`src/include/dtm_pkg.sv`:
```
/*
  Constants for the digital test output mux: register indices, field
  positions, reset values, selection codes and the bus slave states.
  Assumes a 32-bit classic Wishbone bus with byte addresses.
*/
`default_nettype none

package dtm_pkg;

  // ----------------------------------------------------------------
  // Bus and register map
  // ----------------------------------------------------------------
  localparam int unsigned ADR_W = 10;
  localparam int unsigned DAT_W = 32;
  localparam int unsigned SEL_W = 4;
  // Register indices; the byte address is four times the index
  localparam logic [7:0] IDX_CLOCK_DATA_SELECT = 8'h93;
  localparam logic [7:0] IDX_RX_ACTIVE_SELECT = 8'h94;
  localparam logic [7:0] IDX_SQUELCH_CONTROL = 8'h95;
  localparam logic [7:0] IDX_PIN_STATUS = 8'h96;
  localparam int unsigned IDX_LSB = 2;
  localparam int unsigned IDX_MSB = 9;
  localparam int unsigned SEL_LANE0 = 0;
  localparam logic [DAT_W-1:0] READ_ZERO = 32'h0000_0000;

  // ----------------------------------------------------------------
  // Field positions and reset values
  // ----------------------------------------------------------------
  localparam int unsigned UPPER_MSB = 7;
  localparam int unsigned UPPER_LSB = 4;
  localparam int unsigned LOWER_MSB = 3;
  localparam int unsigned LOWER_LSB = 0;
  localparam int unsigned SQUELCH_EN_BIT = 0;
  localparam logic [7:0] SELECT_RESET = 8'h00;
  localparam logic SQUELCH_RESET = 1'b0;
  localparam logic [3:0] CODE_NORMAL = 4'h0;

  // ----------------------------------------------------------------
  // Debug clock pin codes (upper nibble of 0x93)
  // ----------------------------------------------------------------
  localparam logic [3:0] CK_RECOVERED_CLOCK = 4'h1;
  localparam logic [3:0] CK_WAKE_BIT_CLOCK = 4'h2;
  localparam logic [3:0] CK_WAKE_BIT_CLOCK_X8 = 4'h3;
  localparam logic [3:0] CK_MANCHESTER_CLOCK = 4'h4;
  localparam logic [3:0] CK_ALL_ID_MATCH = 4'h5;
  localparam logic [3:0] CK_PA_ENABLE = 4'h8;
  localparam logic [3:0] CK_PRECHARGE = 4'ha;
  localparam logic [3:0] CK_DITHER_SEQUENCE = 4'hb;
  localparam logic [3:0] CK_DETECT_ENERGY = 4'hc;
  localparam logic [3:0] CK_RC_CAL_DONE = 4'hd;
  localparam logic [3:0] CK_KICKER_FAIL = 4'he;
  localparam logic [3:0] CK_CHARGE_PUMP = 4'hf;
  localparam logic [15:0] CK_VALID = 16'hfd3e;

  // ----------------------------------------------------------------
  // Debug data pin codes (lower nibble of 0x93)
  // ----------------------------------------------------------------
  localparam logic [3:0] DA_RECOVERED_DATA = 4'h1;
  localparam logic [3:0] DA_FM_SLICE = 4'h2;
  localparam logic [3:0] DA_DATA_XOR_BAUD = 4'h3;
  localparam logic [3:0] DA_DATA_INVERTED = 4'h4;
  localparam logic [3:0] DA_SNIFF_B_OVERFLOW = 4'h5;
  localparam logic [3:0] DA_KICKER_POWERDOWN = 4'h6;
  localparam logic [3:0] DA_PLL_LOCKED = 4'h7;
  localparam logic [3:0] DA_TX_ENCODED = 4'h8;
  localparam logic [3:0] DA_PACKET_OVERFLOW = 4'h9;
  localparam logic [3:0] DA_ENERGY_DWELL = 4'ha;
  localparam logic [3:0] DA_CODE_DWELL = 4'hb;
  localparam logic [3:0] DA_SNIFF_A_OVERFLOW = 4'hc;
  localparam logic [3:0] DA_BUFFER_DONE = 4'hd;
  localparam logic [3:0] DA_XTAL_POWERDOWN = 4'he;
  localparam logic [3:0] DA_BIST_BAD = 4'hf;
  localparam logic [15:0] DA_VALID = 16'hfffe;

  // ----------------------------------------------------------------
  // Receive-active pin codes (upper nibble of 0x94)
  // ----------------------------------------------------------------
  localparam logic [3:0] RX_IN_TRANSMIT = 4'h1;
  localparam logic [3:0] RX_IN_SNIFF = 4'h2;
  localparam logic [3:0] RX_RECOVERED_DATA = 4'h3;
  localparam logic [3:0] RX_MANCHESTER_LOCK = 4'h4;
  localparam logic [3:0] RX_PATTERN_MATCH = 4'h5;
  localparam logic [3:0] RX_PLL_ACQUIRE = 4'h6;
  localparam logic [3:0] RX_ID_FOUND = 4'h7;
  localparam logic [3:0] RX_PLL_RESET = 4'h8;
  localparam logic [3:0] RX_SNIFFER_AWAKE = 4'h9;
  localparam logic [3:0] RX_RECEIVE_AWAKE = 4'ha;
  localparam logic [3:0] RX_RING_OR_SQUELCH = 4'hb;
  localparam logic [3:0] RX_ENERGY_PRESENT = 4'hc;
  localparam logic [3:0] RX_RC_CAL_FAIL = 4'hd;
  localparam logic [3:0] RX_BANDGAP_READY = 4'he;
  localparam logic [3:0] RX_BIST_DONE = 4'hf;
  localparam logic [15:0] RX_VALID = 16'hfffe;

  // ----------------------------------------------------------------
  // Bus slave states
  // ----------------------------------------------------------------
  typedef enum logic [1:0] {
    DTM_IDLE = 2'b01,
    DTM_ACK = 2'b10
  } dtm_bus_state_type;

endpackage

`default_nettype wire

```
`src/include/dtm_sel_if.sv`:
```
/*
  Carrier between the register side and one output selector: the 4-bit
  code, the sixteen candidate sources, the normal-function level and the
  selected pin level. Assumes one clock shared by both ends.
*/
`default_nettype none

interface dtm_sel_if;
  logic [3:0] code;
  logic [15:0] sources;
  logic normal;
  logic pin;

  modport ctrl (output code, output sources, output normal, input pin);
  modport sel (input code, input sources, input normal, output pin);
endinterface

`default_nettype wire

```
`src/logic/dtm_mux16.sv`:
```
/*
  One registered 16-way output selector. Code 0 and every code not set
  in VALID_MASK give the normal-function level. Assumes synchronous
  sources in the clk_i domain.
*/
`default_nettype none

module dtm_mux16 #(
  parameter logic [15:0] VALID_MASK = 16'hfffe
) (
  input wire logic clk_i,
  input wire logic rst_i,
  dtm_sel_if.sel port
);

  // ----------------------------------------------------------------
  // Selection
  // ----------------------------------------------------------------
  // Unassigned codes fall back to normal so a stray write never floats
  wire logic use_source;
  wire logic next_pin;
  assign use_source = (port.code != dtm_pkg::CODE_NORMAL) && VALID_MASK[port.code];
  assign next_pin = use_source ? port.sources[port.code] : port.normal;

  // Registered so the pin is glitch free between codes
  always_ff @(posedge clk_i) begin
    if (rst_i) begin
      port.pin <= 1'b0;
    end else begin
      port.pin <= next_pin;
    end
  end

endmodule

`default_nettype wire

```
`src/logic/dtm_test_mux.sv`:
```
/*
  Digital test output mux: two select registers steer internal signals
  onto the debug clock, debug data and receive-active pins. Registers are
  reached over a classic Wishbone slave. Assumes all internal signals
  are synchronous to clk_i.
*/
// The Wishbone slave port was decided locally.
// Overview of operation
// - Upper nibble of 0x93 picks debug clock pin source; code 0 is normal.
// - Lower nibble of 0x93 picks debug data pin source; code 0 is normal.
// - Upper nibble of 0x94 picks receive-active pin source; code 0 is normal.
// - With squelch enabled, code B routes squelch comparator instead of kicker ring.
// - Synthesizer dither sequence is one debug clock pin selection.
// - Code F on debug clock select shows the charge pump enable.
// - Second sniff timer overflow is a debug data source, separate from first.
`default_nettype none

module dtm_test_mux (
  input wire logic clk_i,
  input wire logic rst_i,
  // Wishbone slave
  input wire logic wb_cyc_i,
  input wire logic wb_stb_i,
  input wire logic wb_we_i,
  input wire logic [dtm_pkg::ADR_W-1:0] wb_adr_i,
  input wire logic [dtm_pkg::SEL_W-1:0] wb_sel_i,
  input wire logic [dtm_pkg::DAT_W-1:0] wb_dat_i,
  output logic [dtm_pkg::DAT_W-1:0] wb_dat_o,
  output logic wb_ack_o,
  // Normal-function levels
  input wire logic debug_clock_normal_i,
  input wire logic debug_data_normal_i,
  input wire logic receive_active_normal_i,
  // Debug clock pin sources
  input wire logic recovered_clock_i,
  input wire logic wake_bit_clock_i,
  input wire logic wake_bit_clock_x8_i,
  input wire logic manchester_clock_i,
  input wire logic all_id_match_i,
  input wire logic pa_enable_i,
  input wire logic precharge_i,
  input wire logic synth_dither_sequence_i,
  input wire logic detect_energy_i,
  input wire logic rc_cal_done_i,
  input wire logic kicker_fail_i,
  input wire logic nvm_charge_pump_enable_i,
  // Debug data pin sources
  input wire logic recovered_data_i,
  input wire logic fm_slice_data_i,
  input wire logic cdr_data_i,
  input wire logic baud_clock_i,
  input wire logic sniff_b_overflow_i,
  input wire logic kicker_powerdown_i,
  input wire logic pll_locked_i,
  input wire logic tx_data_encoded_i,
  input wire logic packet_timer_overflow_i,
  input wire logic energy_dwell_overflow_i,
  input wire logic code_dwell_overflow_i,
  input wire logic sniff_a_overflow_i,
  input wire logic buffer_done_i,
  input wire logic xtal_powerdown_i,
  input wire logic nvm_bist_bad_i,
  // Receive-active pin sources
  input wire logic in_transmit_i,
  input wire logic in_sniff_i,
  input wire logic manchester_locked_i,
  input wire logic all_pattern_match_i,
  input wire logic pll_acquire_i,
  input wire logic id_found_i,
  input wire logic pll_reset_i,
  input wire logic sniffer_awake_i,
  input wire logic receive_awake_i,
  input wire logic kicker_ring_i,
  input wire logic squelch_comparator_i,
  input wire logic energy_present_i,
  input wire logic rc_cal_fail_i,
  input wire logic bandgap_ready_i,
  input wire logic nvm_bist_done_i,
  // Pins
  output logic debug_clock_pin_o,
  output logic debug_data_pin_o,
  output logic receive_active_pin_o
);

  // ----------------------------------------------------------------
  // Registers and state
  // ----------------------------------------------------------------
  logic [7:0] test_mux_debug_clock_data_select;
  logic [7:0] test_mux_rx_active_select;
  logic squelch_enable;
  dtm_pkg::dtm_bus_state_type bus_state;
  dtm_pkg::dtm_bus_state_type next_bus_state;

  dtm_sel_if clock_sel ();
  dtm_sel_if data_sel ();
  dtm_sel_if rx_sel ();

  // ----------------------------------------------------------------
  // Bus decode
  // ----------------------------------------------------------------
  wire logic [7:0] reg_index;
  wire logic take;
  wire logic write_lane0;
  wire logic hit_clock_data;
  wire logic hit_rx_active;
  wire logic hit_squelch;
  wire logic hit_status;
  wire logic [dtm_pkg::DAT_W-1:0] next_dat;
  wire logic [2:0] pin_state;

  assign reg_index = wb_adr_i[dtm_pkg::IDX_MSB:dtm_pkg::IDX_LSB];
  // Only one request per idle state; the ack cycle ignores the bus
  assign take = wb_cyc_i && wb_stb_i && (bus_state == dtm_pkg::DTM_IDLE);
  assign write_lane0 = take && wb_we_i && wb_sel_i[dtm_pkg::SEL_LANE0];
  assign hit_clock_data = (reg_index == dtm_pkg::IDX_CLOCK_DATA_SELECT);
  assign hit_rx_active = (reg_index == dtm_pkg::IDX_RX_ACTIVE_SELECT);
  assign hit_squelch = (reg_index == dtm_pkg::IDX_SQUELCH_CONTROL);
  assign hit_status = (reg_index == dtm_pkg::IDX_PIN_STATUS);
  assign pin_state = {receive_active_pin_o, debug_data_pin_o, debug_clock_pin_o};

  // Read mux; unmapped addresses still ack and read as zero
  assign next_dat =
    hit_clock_data ? {24'h000000, test_mux_debug_clock_data_select} :
    hit_rx_active ? {24'h000000, test_mux_rx_active_select} :
    hit_squelch ? {31'h00000000, squelch_enable} :
    hit_status ? {29'h00000000, pin_state} :
    dtm_pkg::READ_ZERO;

  // Two-state handshake: ack for exactly one cycle per request
  always_comb begin
    case (bus_state)
      dtm_pkg::DTM_IDLE: next_bus_state = take ? dtm_pkg::DTM_ACK : dtm_pkg::DTM_IDLE;
      dtm_pkg::DTM_ACK: next_bus_state = dtm_pkg::DTM_IDLE;
      default: next_bus_state = dtm_pkg::DTM_IDLE;
    endcase
  end

  // Bus state, ack and read data
  always_ff @(posedge clk_i) begin
    if (rst_i) begin
      bus_state <= dtm_pkg::DTM_IDLE;
      wb_ack_o <= 1'b0;
      wb_dat_o <= dtm_pkg::READ_ZERO;
    end else begin
      bus_state <= next_bus_state;
      wb_ack_o <= take;
      if (take) begin
        wb_dat_o <= next_dat;
      end
    end
  end

  // ----------------------------------------------------------------
  // Select and control registers
  // ----------------------------------------------------------------
  // Reset to code 0 so every pin powers up in its normal function
  always_ff @(posedge clk_i) begin
    if (rst_i) begin
      test_mux_debug_clock_data_select <= dtm_pkg::SELECT_RESET;
      test_mux_rx_active_select <= dtm_pkg::SELECT_RESET;
      squelch_enable <= dtm_pkg::SQUELCH_RESET;
    end else if (write_lane0) begin
      if (hit_clock_data) begin
        test_mux_debug_clock_data_select <= wb_dat_i[7:0];
      end
      if (hit_rx_active) begin
        test_mux_rx_active_select <= wb_dat_i[7:0];
      end
      if (hit_squelch) begin
        squelch_enable <= wb_dat_i[dtm_pkg::SQUELCH_EN_BIT];
      end
    end
  end

  // ----------------------------------------------------------------
  // Source packing
  // ----------------------------------------------------------------
  // Select nibbles to the three selectors
  assign clock_sel.code = test_mux_debug_clock_data_select[dtm_pkg::UPPER_MSB:dtm_pkg::UPPER_LSB];
  assign data_sel.code = test_mux_debug_clock_data_select[dtm_pkg::LOWER_MSB:dtm_pkg::LOWER_LSB];
  assign rx_sel.code = test_mux_rx_active_select[dtm_pkg::UPPER_MSB:dtm_pkg::UPPER_LSB];
  // Lower nibble of 0x94 is stored but drives no pin
  assign clock_sel.normal = debug_clock_normal_i;
  assign data_sel.normal = debug_data_normal_i;
  assign rx_sel.normal = receive_active_normal_i;

  // Debug clock pin candidates
  always_comb begin
    clock_sel.sources = 16'h0000;
    clock_sel.sources[dtm_pkg::CK_RECOVERED_CLOCK] = recovered_clock_i;
    clock_sel.sources[dtm_pkg::CK_WAKE_BIT_CLOCK] = wake_bit_clock_i;
    clock_sel.sources[dtm_pkg::CK_WAKE_BIT_CLOCK_X8] = wake_bit_clock_x8_i;
    clock_sel.sources[dtm_pkg::CK_MANCHESTER_CLOCK] = manchester_clock_i;
    clock_sel.sources[dtm_pkg::CK_ALL_ID_MATCH] = all_id_match_i;
    clock_sel.sources[dtm_pkg::CK_PA_ENABLE] = pa_enable_i;
    clock_sel.sources[dtm_pkg::CK_PRECHARGE] = precharge_i;
    clock_sel.sources[dtm_pkg::CK_DITHER_SEQUENCE] = synth_dither_sequence_i;
    clock_sel.sources[dtm_pkg::CK_DETECT_ENERGY] = detect_energy_i;
    clock_sel.sources[dtm_pkg::CK_RC_CAL_DONE] = rc_cal_done_i;
    clock_sel.sources[dtm_pkg::CK_KICKER_FAIL] = kicker_fail_i;
    clock_sel.sources[dtm_pkg::CK_CHARGE_PUMP] = nvm_charge_pump_enable_i;
  end

  // Debug data pin candidates
  always_comb begin
    data_sel.sources = 16'h0000;
    data_sel.sources[dtm_pkg::DA_RECOVERED_DATA] = recovered_data_i;
    data_sel.sources[dtm_pkg::DA_FM_SLICE] = fm_slice_data_i;
    data_sel.sources[dtm_pkg::DA_DATA_XOR_BAUD] = cdr_data_i ^ baud_clock_i;
    data_sel.sources[dtm_pkg::DA_DATA_INVERTED] = ~cdr_data_i;
    data_sel.sources[dtm_pkg::DA_SNIFF_B_OVERFLOW] = sniff_b_overflow_i;
    data_sel.sources[dtm_pkg::DA_KICKER_POWERDOWN] = kicker_powerdown_i;
    data_sel.sources[dtm_pkg::DA_PLL_LOCKED] = pll_locked_i;
    data_sel.sources[dtm_pkg::DA_TX_ENCODED] = tx_data_encoded_i;
    data_sel.sources[dtm_pkg::DA_PACKET_OVERFLOW] = packet_timer_overflow_i;
    data_sel.sources[dtm_pkg::DA_ENERGY_DWELL] = energy_dwell_overflow_i;
    data_sel.sources[dtm_pkg::DA_CODE_DWELL] = code_dwell_overflow_i;
    data_sel.sources[dtm_pkg::DA_SNIFF_A_OVERFLOW] = sniff_a_overflow_i;
    data_sel.sources[dtm_pkg::DA_BUFFER_DONE] = buffer_done_i;
    data_sel.sources[dtm_pkg::DA_XTAL_POWERDOWN] = xtal_powerdown_i;
    data_sel.sources[dtm_pkg::DA_BIST_BAD] = nvm_bist_bad_i;
  end

  // Receive-active pin candidates
  always_comb begin
    rx_sel.sources = 16'h0000;
    rx_sel.sources[dtm_pkg::RX_IN_TRANSMIT] = in_transmit_i;
    rx_sel.sources[dtm_pkg::RX_IN_SNIFF] = in_sniff_i;
    rx_sel.sources[dtm_pkg::RX_RECOVERED_DATA] = recovered_data_i;
    rx_sel.sources[dtm_pkg::RX_MANCHESTER_LOCK] = manchester_locked_i;
    rx_sel.sources[dtm_pkg::RX_PATTERN_MATCH] = all_pattern_match_i;
    rx_sel.sources[dtm_pkg::RX_PLL_ACQUIRE] = pll_acquire_i;
    rx_sel.sources[dtm_pkg::RX_ID_FOUND] = id_found_i;
    rx_sel.sources[dtm_pkg::RX_PLL_RESET] = pll_reset_i;
    rx_sel.sources[dtm_pkg::RX_SNIFFER_AWAKE] = sniffer_awake_i;
    rx_sel.sources[dtm_pkg::RX_RECEIVE_AWAKE] = receive_awake_i;
    // Shared code: squelch comparator replaces the kicker ring when squelch is enabled
    rx_sel.sources[dtm_pkg::RX_RING_OR_SQUELCH] =
      squelch_enable ? squelch_comparator_i : kicker_ring_i;
    rx_sel.sources[dtm_pkg::RX_ENERGY_PRESENT] = energy_present_i;
    rx_sel.sources[dtm_pkg::RX_RC_CAL_FAIL] = rc_cal_fail_i;
    rx_sel.sources[dtm_pkg::RX_BANDGAP_READY] = bandgap_ready_i;
    rx_sel.sources[dtm_pkg::RX_BIST_DONE] = nvm_bist_done_i;
  end

  // ----------------------------------------------------------------
  // Output selectors
  // ----------------------------------------------------------------
  // Valid masks send empty codes to the normal function
  dtm_mux16 #(.VALID_MASK(dtm_pkg::CK_VALID)) u_clock_mux (
    .clk_i(clk_i),
    .rst_i(rst_i),
    .port(clock_sel)
  );

  dtm_mux16 #(.VALID_MASK(dtm_pkg::DA_VALID)) u_data_mux (
    .clk_i(clk_i),
    .rst_i(rst_i),
    .port(data_sel)
  );

  dtm_mux16 #(.VALID_MASK(dtm_pkg::RX_VALID)) u_rx_mux (
    .clk_i(clk_i),
    .rst_i(rst_i),
    .port(rx_sel)
  );

  // Pins come straight from the selector flip-flops
  assign debug_clock_pin_o = clock_sel.pin;
  assign debug_data_pin_o = data_sel.pin;
  assign receive_active_pin_o = rx_sel.pin;

endmodule

`default_nettype wire

```
`config.mk`:
```
export PLATFORM = sky130hd
export DESIGN_NAME = dtm_test_mux
export DESIGN_NICKNAME = d
export VERILOG_FILES = /design/src/include/dtm_pkg.sv /design/src/include/dtm_sel_if.sv /design/src/logic/dtm_mux16.sv /design/src/logic/dtm_test_mux.sv
export SDC_FILE = /design/constraint.sdc
export NUM_CORES = 1
export LEC_CHECK = 0
export ABC_AREA = 1
export BUFFER_PORTS_ARGS = -buffer_cell sky130_fd_sc_hd__buf_2
export CAP_MARGIN = 10
export CORE_ASPECT_RATIO = 0.7
export CORE_MARGIN = 3
export CORE_UTILIZATION = 41
export CTS_BUF_LIST = sky130_fd_sc_hd__clkbuf_4 sky130_fd_sc_hd__clkbuf_8
export DETAILED_ROUTE_END_ITERATION = 10
export GPL_TIMING_DRIVEN = 0
export PLACE_DENSITY = 0.9
export SETUP_SLACK_MARGIN = 0.02
export SLEW_MARGIN = 20
export SYNTH_ARGS = -nofsm -noshare
export SYNTH_HDL_FRONTEND = slang
export SYNTH_HIERARCHICAL = 1
export SYNTH_SLANG_ARGS = --single-unit
```
`constraint.sdc`:
```
create_clock -name clk_i -period 1.2 [get_ports clk_i]
set_input_delay 0.12 -clock clk_i [delete_from_list [all_inputs] [get_ports clk_i]]
set_output_delay 0.12 -clock clk_i [all_outputs]
set_load 0.02 [all_outputs]
```
After elaboration in Yosys (flattened, before gate mapping) --
Memories as Yosys holds them, arrays and structs flattened. A register that Yosys moved wholly into a read port is not among the register bits. Cells that the tools add are included.
Storage, ports and cells: memories kept 3, register bits 55, logic and storage cells 61, output and inout port bits 36, input port bits 96, ROM bits 48
Memory list:
- (no name shown) | words 16, width 1, read ports 1, clocked after memory_dff 1, write ports 0, RTL line dtm_mux16.sv:22 | assign use_source = (port.code != dtm_pkg::CODE_NORMAL) && VALID_MASK[port.code];
- (no name shown) | words 16, width 1, read ports 1, clocked after memory_dff 1, write ports 0, RTL line dtm_mux16.sv:22
- (no name shown) | words 16, width 1, read ports 1, clocked after memory_dff 1, write ports 0, RTL line dtm_mux16.sv:22
Cells by class: multiplexer cells 24, $lt $le $gt $ge 3, equality and inequality tests 5, bitwise operators 3, reductions and logical operators 14
Operators by type and width (count):
- $eq 8x8->1 const B | 4
- $mux 4 | 6
- $mux 8 | 2
- $lt 4x5->1 const B | 3
- $bmux 1 s4 | 3
- $reduce_bool 4->1 | 3
- $mux 1 | 10
- $logic_and 1x1->1 | 7
- $mux 3 | 2
- $reduce_and 2->1 | 3
- $eq 2x1->1 const B | 1
- $mux 2 | 1
- $not 1->1 | 2
- $reduce_or 2->1 | 1
- $xor 1x1->1 | 1

Longest topological paths before layout --
Gate-level depths: netlist (run 1).
word-level depth 7, depth in mapped cells 10

Hierarchy --
Netlist (run 1), hierarchy kept.
Modules (own cells, without submodules):
- dtm_test_mux | times used 1, cells each 193, area each 1402.6 µm²
- dtm_mux16 (u_clock_mux ...) | times used 2, cells each 60, area each 291.5 µm²
- dtm_mux16 (u_data_mux) | times used 1, cells each 54, area each 257.7 µm²

Worst setup path before layout (run 1) --
OpenSTA, ideal clock, no wires.
path type register to register, start point register bus_state[0], end point register test_mux_rx_active_select[1], data required time 1.084 ns, data arrival time 1.139 ns, path slack -0.055 ns, cell stages (with the launch flop) 8, period minus slack after synthesis 1.255 ns, setup time 0.116 ns, path through dfxtp_1 inv_1 nor3_4 nand3_4 nor2_4 inv_2 nor2_1 nor2_1
Between the ends: longest elaborated chain between the ends 5
Ends and longest elaborated chain:
- start, declared | RTL line dtm_test_mux.sv:91 | dtm_pkg::dtm_bus_state_type bus_state;
- start signal, assigned | RTL line dtm_test_mux.sv:141 | bus_state <= dtm_pkg::DTM_IDLE;
- start signal, assigned | RTL line dtm_test_mux.sv:145 | bus_state <= next_bus_state;
- $eq 2x1->1 | RTL line dtm_test_mux.sv:113 | assign take = wb_cyc_i && wb_stb_i && (bus_state == dtm_pkg::DTM_IDLE);
- $logic_and 1x1->1 | RTL line dtm_test_mux.sv:113
- $logic_and 1x1->1 (2 in series) | RTL line dtm_test_mux.sv:114 | assign write_lane0 = take && wb_we_i && wb_sel_i[dtm_pkg::SEL_LANE0];
- $reduce_and 2->1 (no line)
- end signal, assigned | RTL line dtm_test_mux.sv:160 | test_mux_rx_active_select <= dtm_pkg::SELECT_RESET;
- end signal, assigned | RTL line dtm_test_mux.sv:167 | test_mux_rx_active_select <= wb_dat_i[7:0];
- end, declared | RTL line dtm_test_mux.sv:89 | logic [7:0] test_mux_rx_active_select;
No other way between the ends. A chain may end at the register's enable or synchronous reset.

Worst setup path in the final report (run 1) --
start point register bus_state[1], end point register test_mux_debug_clock_data_select[4]
Between the ends: longest elaborated chain between the ends 5
Ends and longest elaborated chain:
- $eq 2x1->1 | RTL line dtm_test_mux.sv:113
- $logic_and 1x1->1 | RTL line dtm_test_mux.sv:113
- $logic_and 1x1->1 (2 in series) | RTL line dtm_test_mux.sv:114
- $reduce_and 2->1 (no line)
- end signal, assigned | RTL line dtm_test_mux.sv:159 | test_mux_debug_clock_data_select <= dtm_pkg::SELECT_RESET;
- end signal, assigned | RTL line dtm_test_mux.sv:164 | test_mux_debug_clock_data_select <= wb_dat_i[7:0];
- end, declared | RTL line dtm_test_mux.sv:88 | logic [7:0] test_mux_debug_clock_data_select;
No other way between the ends.

==> results of run 1 <==
layout by cell type, fill, tap and decap left out, types with 9 or more instances in the layout:
cell,n
conb_1,30
nand3_1,45
o21ai_1,9
nor2_1,42
o21ai_0,11
dfxtp_1,24
nand2_1,91
buf_2,78
buf_4,31
inv_1,55
metrics by stage:
step,utilization,std cells
global placement,0.564,543
global route,0.616,562
finish,0.616,562
CTS,0.604,559
detailed placement,0.564,543
floorplan,-,396
sequential cells by signal, indices dropped and copies added, names as in the netlist:
| signal | cells |
|---|---|
| wb_dat_o | 8 |
| test_mux_rx_active_select | 8 |
| test_mux_debug_clock_data_select | 8 |
| bus_state | 2 |
| u_rx_mux/port.pin | 1 |
| u_data_mux/port.pin | 1 |
| squelch_enable | 1 |
| u_clock_mux/port.pin | 1 |
| wb_ack_o | 1 |
power by group through the flow:
stage | Sequential (W) | Combinational (W) | Clock (W)
floorplan | 0.00111 | 0.000270 | 0
global placement | 0.00109 | 0.000458 | 0
detailed placement | 0.00109 | 0.000466 | 0
CTS | 0.00107 | 0.000479 | 0.000905
global route | 0.00107 | 0.000542 | 0.000971
finish | 0.00107 | 0.000487 | 0.000908
area by class of cell:
| class | count | area share |
|---|---|---|
| clock buffer | 8 | 0.0336 |
| timing repair buffer | 89 | 0.159 |
| multi-input combinational | 267 | 0.409 |
| inverter | 68 | 0.0919 |
| sequential | 31 | 0.205 |
| buffer | 30 | 0.0741 |
| tap | 69 | 0.0279 |
worst min-delay path, cell delays in order:
cell and delay [ps]:
buf_2 90, nor2_1 40, nor2_1 70
worst paths after layout:
path / startpoint / endpoint / slack (ps) / depth (start not counted)
setup / recovery: bus_state[1] / test_mux_debug_clock_data_select[4] / -110 / 6
hold / removal: wb_dat_i[5] / test_mux_debug_clock_data_select[5] / 80 / 3
hold reg to reg: wb_dat_o[0] / wb_dat_o[0] / 470 / 2
setup reg to reg: bus_state[1] / test_mux_debug_clock_data_select[4] / -110 / 6
routing by layer:
layer / vias up / wire [µm]
met5: - / 0
met4: 0 / 52
met3: 8 / 658
met2: 113 / 2770
met1: 1094 / 2620
li1: 1327 / -
what timing repair did:
item	in CTS	in global routing
setup endpoints to repair	26	29
pin swaps	10	16
setup buffers	8	3
resized for setup	24	19
kinds of logic after synthesis:
kind of cell | Yosys count
AOI/OAI and AO/OA | 34
muxes | 1
xor gates and xnor gates | 2
DFF | 31
buffers and inverters | 98
other | 1
and+or+nand+nor | 200
==> results by group, run 1 <==
CTS
  • Hold-fix buffers, CTS: 0
  • Clk Latency, worst-skew pair: 280 ps
  • H-tree levels: 2
  • CTS tree: built
  • Clock tree sinks: 31
  • Clk root buf: clkbuf_8
  • Total CTS buffers: 5
  • Buffers from clock root to sink, at most: 2
  • Clock transition at the registers of the reported paths: 60 ps

Power
  • Peak supply drop: 0.000520 V
  • Comb pwr share: 0.198
  • Power Density: 796 nW/µm²
  • Internal power: 0.00182 W
  • Leakage power: 1.74 nW
  • Reg power frac: 0.433
  • Clock power share: 0.369
  • Sw Pwr: 0.000643 W
  • Switch share: 0.261
  • Final Power: 0.00246 W

Setup path
  • Worst setup EP type: register
  • Critical path's slowest cell: dfxtp_2
  • Worst path cell trace: nor3_4 > nand3_4 > nor2_4 > buf_6 > o21ai_0 > nor2_1
  • Setup Crit Path Kind: register to register
  • CP required: 1410 ps
  • CP bufs+invs: 1
  • Crit path max-delay family: simple AND/OR/NAND/NOR gates
  • CP Launch Type: register
  • Worst-path maximum fanout: 4
  • Critical Path AT: 1520 ps
  • Slowest stage delay, CP: 320 ps

Logic synthesis
  • Post-synthesis xor/xnor area fraction: 0.0112
  • Async set-reset flop share out of synthesis: 0
  • Mapped Area: 2240 µm²
  • Predominant post-synthesis flop cell: dfxtp_1
  • Register area share after synthesis: 0.277
  • Synth area leaders: dfxtp_1 (28%), nand2_1 (15%), nand3_1 (10%)
  • Post-synth EDFFs: 0
  • Multiplexer area fraction after synthesis: 0.00502
  • Yosys warns: 6
  • Largest family of logic cells by synthesized area: simple AND/OR/NAND/NOR gates
  • List of most frequent post-synthesis cells: nand2_1 (92), inv_1 (58), nor2_1 (46)
  • Synth Area in Simple Gates: 0.398
  • Synthesized instance count: 367
  • Syn avg cell area: 6.11 µm²
  • Area leader, netlist: dfxtp_1
  • Top-count cell post-synth: nand2_1
  • Adder-cell share of the synthesized area: 0
  • Top-area cell type share of the netlist area: 0.277
  • Yosys cell types: 32
  • Synth Area in Compound Gates: 0.0825
  • Synthesized flop and latch total: 31

Timing
  • Fin. max-slew vios: 0
  • Clk_skew: 4.44 ps
  • Fmax: 762 MHz
  • Setup ws final: -113 ps
  • Period utilization: 1.09
  • Fin crit period: 1310 ps
  • Final-report hold violation count: 0
  • Worst Tran Pin Value: 511 ps
  • RSZ-0062 raised after global routing: yes
  • Final setup fails: 23
  • Rel. slew slack: 0.659
  • Min Hold Slack: 76.7 ps
  • Fin Setup TNS: -1400 ps

Floorplan
  • # rows: 21
  • Core area: 5020 µm²
  • Die boundary height: 67.9 µm
  • Die area: 6410 µm²
  • Initial core utilization: 0.447
  • IO Pins: 132
  • Die Wd: 94.4 µm

Detailed routing
  • Post-route ant nets: 0
  • Initial DRC Count: 157
  • Drt wl/cell: 10.9 µm
  • Initial DRT Pass Iterations: 4
  • Vias post-DR: 2,542
  • Drt drc: 0
  • Via density: 4.52
  • Drt total wl: 6100 µm

Global routing
  • Met2 usage: 0.315
  • Grt met3 use: 0.0505
  • Layer with the highest usage: met2
  • Vias in the first global route: 2,155
  • First-pass GRT wire length: 9400 µm
  • GR Layer Usage met1: 0.232
  • Antenna violations before repair: 0
  • Largest net degree at the start of global routing: 11
  • Total gr overflow: 0
  • Aggregate global-route resource usage: 0.184

Layout
  • Antenna Cells: 0
  • Register area: 632 µm²
  • Final Cell Area: 3090 µm²
  • Layout cells sized above 1: 0.335
  • Synth-to-Final Area Change: 37.7%
  • Layout net count: 588
  • Multi-input gate area: 1260 µm²
  • FILL cells: 485

Placed design
  • Placed cell area: 2830 µm²
  • Dpl hpwl: 4550 µm
  • IO buf count: 78
  • Pre-CTS setup slack: -304 ps
  • Gpl congestion: 0.884

Status
  • Failing checks: negative setup slack
  • Status: complete, but fails checks

Worst hold path
  • Path category of the worst min-delay check: input port to register

Flow run
  • Max-cap violations: 0
Power figures use the tool's default switching activity.
==> run 2: changes to the inputs <==
--- a/config.mk
+++ b/config.mk
@@ -5,16 +5,15 @@
 export SDC_FILE = /design/constraint.sdc
 export NUM_CORES = 1
 export LEC_CHECK = 0
-export ABC_AREA = 1
 export BUFFER_PORTS_ARGS = -buffer_cell sky130_fd_sc_hd__buf_2
 export CAP_MARGIN = 10
 export CORE_ASPECT_RATIO = 0.7
 export CORE_MARGIN = 3
-export CORE_UTILIZATION = 41
+export CORE_UTILIZATION = 39
 export CTS_BUF_LIST = sky130_fd_sc_hd__clkbuf_4 sky130_fd_sc_hd__clkbuf_8
 export DETAILED_ROUTE_END_ITERATION = 10
 export GPL_TIMING_DRIVEN = 0
-export PLACE_DENSITY = 0.9
+export PLACE_DENSITY = 0.89
 export SETUP_SLACK_MARGIN = 0.02
 export SLEW_MARGIN = 20
 export SYNTH_ARGS = -nofsm -noshare
==> run 2 against run 1 <==
Effect of this change: the run still ends with negative setup slack left; worst setup slack worse by 180 ps; sequential power hardly changed; synthesized cell count decreased by 42%; cell area down 4.3%; highest routed layer unchanged; hold slack gained 13 ps; final cell count fell by 28%; power down 3.8%; die area fell by 5.4%.
==> results by group, run 2 <==
CTS
  • Clock tree sinks: 31 (unchanged)
  • Clock transition at the registers of the reported paths: 60 ps (about the same)
  • Hold-fix buffers, CTS: 0 (unchanged)
  • Clk root buf: clkbuf_8 (unchanged)
  • Buffers from clock root to sink, at most: 2 (unchanged)
  • H-tree levels: 2 (unchanged)
  • CTS tree: built (unchanged)
  • Clk Latency, worst-skew pair: 280 ps (about the same)
  • Total CTS buffers: 5 (unchanged)

Logic synthesis
  • Area leader, netlist: dfxtp_1 (unchanged)
  • Syn avg cell area: 9.39 µm² (was 6.11 µm²)
  • Synth area leaders: dfxtp_1 (31%), mux2i_1 (16%), buf_4 (9.3%) (was dfxtp_1 (28%), nand2_1 (15%), nand3_1 (10%))
  • Synthesized flop and latch total: 31 (unchanged)
  • Top-area cell type share of the netlist area: 0.309 (was 0.277)
  • Register area share after synthesis: 0.309 (was 0.277)
  • Post-synth EDFFs: 0 (unchanged)
  • Yosys cell types: 46 (was 32)
  • Yosys warns: 6 (unchanged)
  • Synthesized instance count: 214 (was 367)
  • Async set-reset flop share out of synthesis: 0 (unchanged)
  • Mapped Area: 2010 µm² (was 2240 µm²)
  • List of most frequent post-synthesis cells: mux2i_1 (33), dfxtp_1 (31), nor2_1 (29) (was nand2_1 (92), inv_1 (58), nor2_1 (46))
  • Top-count cell post-synth: mux2i_1 (was nand2_1)
  • Predominant post-synthesis flop cell: dfxtp_1 (unchanged)

Status
  • Failing checks: negative setup slack (unchanged)
  • Status: complete, but fails checks (unchanged)

Detailed routing
  • Drt total wl: 5990 µm (was 6100 µm)
  • Initial DRT Pass Iterations: 5 (was 4)
  • Met1 Wirelength: 2470 µm (was 2620 µm)
  • Via density: 4.91 (was 4.52)
  • Vias post-DR: 1,993 (was 2,542)
  • Drt wl/cell: 14.8 µm (was 10.9 µm)
  • Initial DRC Count: 75 (was 157)
  • Post-route ant nets: 0 (unchanged)
  • Drt drc: 0 (unchanged)
  • Uppermost routed layer: met4 (unchanged)
  • Met3 WL: 437 µm (was 658 µm)
  • Metal2 WL: 3050 µm (was 2770 µm)

Timing
  • Setup ws final: -297 ps (was -113 ps)
  • Fin crit period: 1500 ps (was 1310 ps)
  • Fmax: 668 MHz (was 762 MHz)
  • Fin. max-slew vios: 0 (unchanged)
  • Final-report hold violation count: 0 (unchanged)
  • Period utilization: 1.25 (was 1.09)
  • Final setup fails: 25 (was 23)
  • RSZ-0062 raised after global routing: yes (unchanged)
  • Clk_skew: 3.34 ps (was 4.44 ps)

Setup path
  • CP required: 1350 ps (was 1410 ps)
  • Crit path max-delay family: simple AND/OR/NAND/NOR gates (unchanged)
  • Worst path cell trace: nand4b_1 > buf_6 > nor4_4 > buf_12 > mux2i_2 > nor2_1 (was nor3_4 > nand3_4 > nor2_4 > buf_6 > o21ai_0 > nor2_1)
  • CP bufs+invs: 2 (was 1)
  • Critical Path AT: 1650 ps (was 1520 ps)
  • Worst setup EP type: register (unchanged)
  • Setup Crit Path Kind: register to register (unchanged)
  • Slowest stage delay, CP: 300 ps (was 320 ps)
  • CP Launch Type: register (unchanged)
  • Critical path's slowest cell: dfxtp_1 (was dfxtp_2)
  • Worst-path maximum fanout: 8 (was 4)

Placed design
  • Placed Cells: 387 (was 543)
  • Gpl congestion: 0.834 (was 0.884)
  • IO buf count: 77 (was 78)
  • Dpl hpwl: 4360 µm (was 4550 µm)

Floorplan
  • Die area: 6060 µm² (was 6410 µm²)
  • Die boundary height: 66.1 µm (was 67.9 µm)
  • IO Pins: 132 (unchanged)
  • # rows: 21 (unchanged)
  • Initial core utilization: 0.411 (was 0.447)
  • Die Wd: 91.8 µm (was 94.4 µm)
  • Core area: 4890 µm² (was 5020 µm²)

Global routing
  • Antenna violations before repair: 0 (unchanged)
  • Vias in the first global route: 1,893 (was 2,155)
  • Total gr overflow: 0 (unchanged)
  • First-pass GRT wire length: 9120 µm (was 9400 µm)
  • Aggregate global-route resource usage: 0.193 (was 0.184)
  • Largest net degree at the start of global routing: 11 (unchanged)

Power
  • Leakage power: 1.28 nW (was 1.74 nW)
  • Final Power: 0.00237 W (was 0.00246 W)
  • Peak supply drop: 0.000372 V (was 0.000520 V)
  • Power Density: 801 nW/µm² (was 796 nW/µm²)

Flow run
  • Max-cap violations: 0 (unchanged)

Worst hold path
  • Path category of the worst min-delay check: input port to register (unchanged)

Layout
  • Commonest non-fill, non-tap cell in the layout: buf_2 (was nand2_1)
  • Antenna Cells: 0 (unchanged)
  • FILL cells: 442 (was 485)
  • Synth-to-Final Area Change: 47.1% (was 37.7%)
  • Layout net count: 432 (was 588)
  • Layout cells sized above 1: 0.490 (was 0.335)
  • Final Core Density: 0.605 (was 0.616)
  • Final Non-Filler Cells: 406 (was 562)
  • Largest registers: test_mux_debug_clock_data_select (8), test_mux_rx_active_select (8), wb_dat_o (8) (unchanged)
  • Most frequent cells in the layout: buf_2 (75), buf_4 (33), mux2i_1 (32), conb_1 (28), nor2_1 (27) (was nand2_1 (91), buf_2 (78), inv_1 (55), nand3_1 (45), nor2_1 (42))
[run 2: cell types whose count changed in the layout (fill, tap and decap cells not counted), sizes merged, moves of 20 or more]
cell / delta
nand3: -43
nor2: -20
mux2i: +33
o21ai: -24
inv: -61
nand2: -87
[run 2: through the flow]
stage / cell area, µm² / setup WS, ps / setup TNS, ps / hold slack [ps]
6_report: 2960 / -297 / -4700 / 89.3
5_1_grt: 2960 / -365 / -6490 / 90.0
4_1_cts: 2860 / -245 / -4000 / 84.6
3_5_place_dp: 2620 / -740 / -14280 / 376
3_3_place_gp: 2620 / -678 / -12800 / 373
2_1_floorplan: 2140 / -440 / -7820 / 186
[run 2: layout make-up]
cell class,count,area [µm²],area share
tap,69,86.3,0.0292
inverter,6,22.5,0.00762
clock inverter,1,5.00,0.00169
buffer,31,233,0.0787
multi-input combinational,170,1330,0.450
clock buffer,7,83.8,0.0284
timing repair buffer,91,552,0.187
sequential,31,644,0.218
[run 2: path summary, 6_finish.rpt]
path | startpoint | end | slack (ps) | cells past startpoint
hold / removal | wb_dat_i[3] | test_mux_debug_clock_data_select[3] | 90 | 3
setup / recovery | bus_state[1] | test_mux_rx_active_select[4] | -300 | 6
setup reg to reg | bus_state[1] | test_mux_rx_active_select[4] | -300 | 6
hold reg to reg | wb_dat_o[1] | wb_dat_o[1] | 460 | 2
[run 2: worst register-to-register path, cell delays in order, from the launching register on]
cell	delay (ps)
dfxtp_1	300
nand4b_1	170
buf_6	150
nor4_4	260
buf_12	180
mux2i_2	230
nor2_1	60
[run 2: metal layers]
layer	vias to the layer above	GRT usage
li1	978	-
met1	941	0.226
met2	71	0.346
met3	3	0.0660
met4	0	0.0352
met5	-	0
[run 2: power breakdown]
group          leakage [nW]  switching (W)  internal (W)  total, W
Sequential            0.258      0.0000106       0.00104   0.00105
Clock                0.0491       0.000382      0.000451  0.000833
Combinational         0.975       0.000256      0.000230  0.000486
[run 2: cell families after synthesis]
| family | Yosys count | synth area share |
|---|---|---|
| simple gates | 79 | 0.229 |
| compound gates | 22 | 0.0890 |
| buf+inv | 40 | 0.136 |
| xor+xnor | 2 | 0.00872 |
| flops | 31 | 0.309 |
| other cells | 1 | 0.00187 |
| mux | 39 | 0.226 |
[run 2: timing repair]
item                                    4_1_cts  5_1_grt
endpoints found under the hold margin         0        0
pin swaps                                    13        5
setup buffers                                11        3
endpoints found under the setup margin       29       29
resized for setup                            22       14
==> run 3: changes to the inputs <==
--- a/config.mk
+++ b/config.mk
@@ -13,7 +13,7 @@
 export CTS_BUF_LIST = sky130_fd_sc_hd__clkbuf_4 sky130_fd_sc_hd__clkbuf_8
 export DETAILED_ROUTE_END_ITERATION = 10
 export GPL_TIMING_DRIVEN = 0
-export PLACE_DENSITY = 0.89
+export PLACE_DENSITY = 0.9
 export SETUP_SLACK_MARGIN = 0.02
 export SLEW_MARGIN = 20
 export SYNTH_ARGS = -nofsm -noshare
==> run 3 against run 2 <==
Effect of this change: the run still ends with negative setup slack left; wire length fell by 5.8%; critical path type unchanged; count of clock-buffer cells in the layout unchanged; highest routed layer unchanged; global-route usage fell by 1.4 points.
==> results by group, run 3 (synthesis results as in run 2) <==
Detailed routing
  • Initial DRT Pass Iterations: 4 (was 5)
  • Post-route ant nets: 0 (unchanged)
  • Initial DRC Count: 77 (was 75)
  • Drt wl/cell: 13.9 µm (was 14.8 µm)
  • Vias post-DR: 1,890 (was 1,993)
  • Drt total wl: 5640 µm (was 5990 µm)
  • Via density: 4.66 (was 4.91)
  • Drt drc: 0 (unchanged)

Worst hold path
  • Hold EP: test_mux_debug_clock_data_select[7] (was test_mux_debug_clock_data_select[3])
  • Path category of the worst min-delay check: input port to register (unchanged)
  • Hold Crit Depth: 3 (unchanged)
  • HP Start: wb_dat_i[7] (was wb_dat_i[3])

CTS
  • Clk Latency, worst-skew pair: 290 ps (was 280 ps)
  • Clock tree sinks: 31 (unchanged)
  • Clk root buf: clkbuf_8 (unchanged)
  • CTS tree: built (unchanged)
  • Total CTS buffers: 5 (unchanged)
  • H-tree levels: 2 (unchanged)
  • Clock transition at the registers of the reported paths: 60 ps (about the same)
  • Buffers from clock root to sink, at most: 2 (unchanged)

Timing
  • Clk_skew: 13.2 ps (was 3.34 ps)
  • Final setup fails: 21 (was 25)
  • RSZ-0062 raised after global routing: yes (unchanged)
  • Setup ws final: -307 ps (was -297 ps)
  • Min Hold Slack: 91.6 ps (was 89.3 ps)
  • Fmax: 664 MHz (was 668 MHz)
  • Period utilization: 1.26 (was 1.25)
  • Final-report hold violation count: 0 (unchanged)
  • Fin. max-slew vios: 0 (unchanged)
  • Fin crit period: 1510 ps (was 1500 ps)

Global routing
  • Antenna violations before repair: 0 (unchanged)
  • Vias in the first global route: 1,820 (was 1,893)
  • Aggregate global-route resource usage: 0.178 (was 0.193)
  • First-pass GRT wire length: 8550 µm (was 9120 µm)
  • Total gr overflow: 0 (unchanged)
  • Largest net degree at the start of global routing: 11 (unchanged)

Layout
  • Most frequent cells in the layout: buf_2 (75), buf_4 (34), mux2i_1 (31), nor2_1 (28), conb_1 (28) (was buf_2 (75), buf_4 (33), mux2i_1 (32), conb_1 (28), nor2_1 (27))
  • Synth-to-Final Area Change: 45.2% (was 47.1%)
  • FILL cells: 428 (was 442)
  • Layout cells sized above 1: 0.475 (was 0.490)
  • Largest registers: test_mux_debug_clock_data_select (8), test_mux_rx_active_select (8), wb_dat_o (8) (unchanged)
  • Layout net count: 433 (was 432)
  • Antenna Cells: 0 (unchanged)
  • Multi-input gate area: 1320 µm² (was 1330 µm²)
  • Commonest non-fill, non-tap cell in the layout: buf_2 (unchanged)
  • Register area: 632 µm² (was 644 µm²)

Floorplan
  • Initial core utilization: 0.411 (unchanged)
  • Die Wd: 91.8 µm (unchanged)
  • Die boundary height: 66.1 µm (unchanged)
  • # rows: 21 (unchanged)
  • IO Pins: 132 (unchanged)
  • Core area: 4890 µm² (unchanged)
  • Die area: 6060 µm² (unchanged)

Power
  • Power Density: 799 nW/µm² (was 801 nW/µm²)
  • Leakage power: 1.27 nW (was 1.28 nW)
  • Peak supply drop: 0.000336 V (was 0.000372 V)
  • Final Power: 0.00233 W (was 0.00237 W)

Setup path
  • Worst setup path start: bus_state[1] (unchanged)
  • Slowest stage delay, CP: 300 ps (about the same)
  • R2r setup slk: -310 ps (was -300 ps)
  • Critical Path AT: 1650 ps (about the same)
  • R2R cell count: 6 (unchanged)
  • Worst path cell trace: nand4b_1 > buf_6 > nor4_4 > buf_12 > mux2i_1 > nor2_1 (was nand4b_1 > buf_6 > nor4_4 > buf_12 > mux2i_2 > nor2_1)
  • CP required: 1340 ps (was 1350 ps)
  • Setup Crit Path Kind: register to register (unchanged)
  • CP Launch Type: register (unchanged)
  • Worst reg2reg endpoint: test_mux_rx_active_select[5] (was test_mux_rx_active_select[4])
  • Worst reg2reg path startpoint: bus_state[1] (unchanged)
  • Worst-path maximum fanout: 8 (unchanged)
  • Worst setup EP type: register (unchanged)
  • Critical path's slowest cell: dfxtp_1 (unchanged)

Status
  • Status: complete, but fails checks (unchanged)
  • Failing checks: negative setup slack (unchanged)

Placed design
  • Gpl congestion: 0.852 (was 0.834)
  • IO buf count: 77 (unchanged)
  • Dpl hpwl: 4110 µm (was 4360 µm)
  • Pre-CTS setup slack: -798 ps (was -740 ps)

Flow run
  • Max-cap violations: 0 (unchanged)
==> run 3: cell count changes in the layout (fill, tap and decap cells not counted), moves of 2 or more <==
cell,delta
buf_12,-2
buf_6,+3
dfxtp_1,+2
dfxtp_2,+2
dfxtp_4,-4
nand2b_1,+2
nand2b_4,-2
==> run 3: worst max-delay path: cells and delay by family, from the launching register on <==
kind,cells,cell delay [ps]
AND/OR/NAND/NOR,3,530
buffers and inverters,2,350
flip-flops,1,300
multiplexers,1,190
==> run 3: stage by stage <==
step	instances	setup TNS, ps	cell area [µm²]	util
floorplan	241	-7820	2140	-
CTS	405	-4900	2860	0.586
global route	406	-7010	2920	0.597
finish	406	-5180	2920	0.597
detailed placement	387	-14640	2620	0.535
global placement	387	-12680	2620	0.535
==> run 3: where the power goes <==
group	total [W]	switching, W	leakage, nW	internal (W)
Combinational	0.000477	0.000249	0.973	0.000228
Clock	0.000798	0.000355	0.0452	0.000443
Sequential	0.00106	0.00000952	0.256	0.00105
==> run 3: routing by layer <==
metal / track usage / wire (µm) / vias up
met5: 0 / 0 / -
met4: 0.0519 / 67 / 0
met3: 0.0626 / 440 / 8
met2: 0.314 / 2830 / 62
met1: 0.207 / 2300 / 840
li1: - / - / 980
==> run 3: area by class of cell <==
class | count | share of cell area
multi-input combinational | 170 | 0.451
buffer | 32 | 0.0849
sequential | 31 | 0.217
inverter | 6 | 0.00772
tap | 69 | 0.0296
timing repair buffer | 91 | 0.182
clock buffer | 7 | 0.0287
==> run 3: how the worst max path moves through the flow <==
stage | endpoint | slack [ps]
6_report | test_mux_rx_active_select[5] | -310
5_1_grt | test_mux_debug_clock_data_select[3] | -400
4_1_cts | test_mux_rx_active_select[6] | -270
3_5_place_dp | test_mux_rx_active_select[4] | -800
3_3_place_gp | test_mux_rx_active_select[2] | -680
2_1_floorplan | test_mux_rx_active_select[0] | -440
==> run 3: timing repair <==
item | 4_1_cts | 5_1_grt
setup endpoints to repair | 29 | 26
hold buffers | 0 | 0
pin swaps | 12 | 3
gates resized for setup | 19 | 10
buffers inserted | 12 | 2
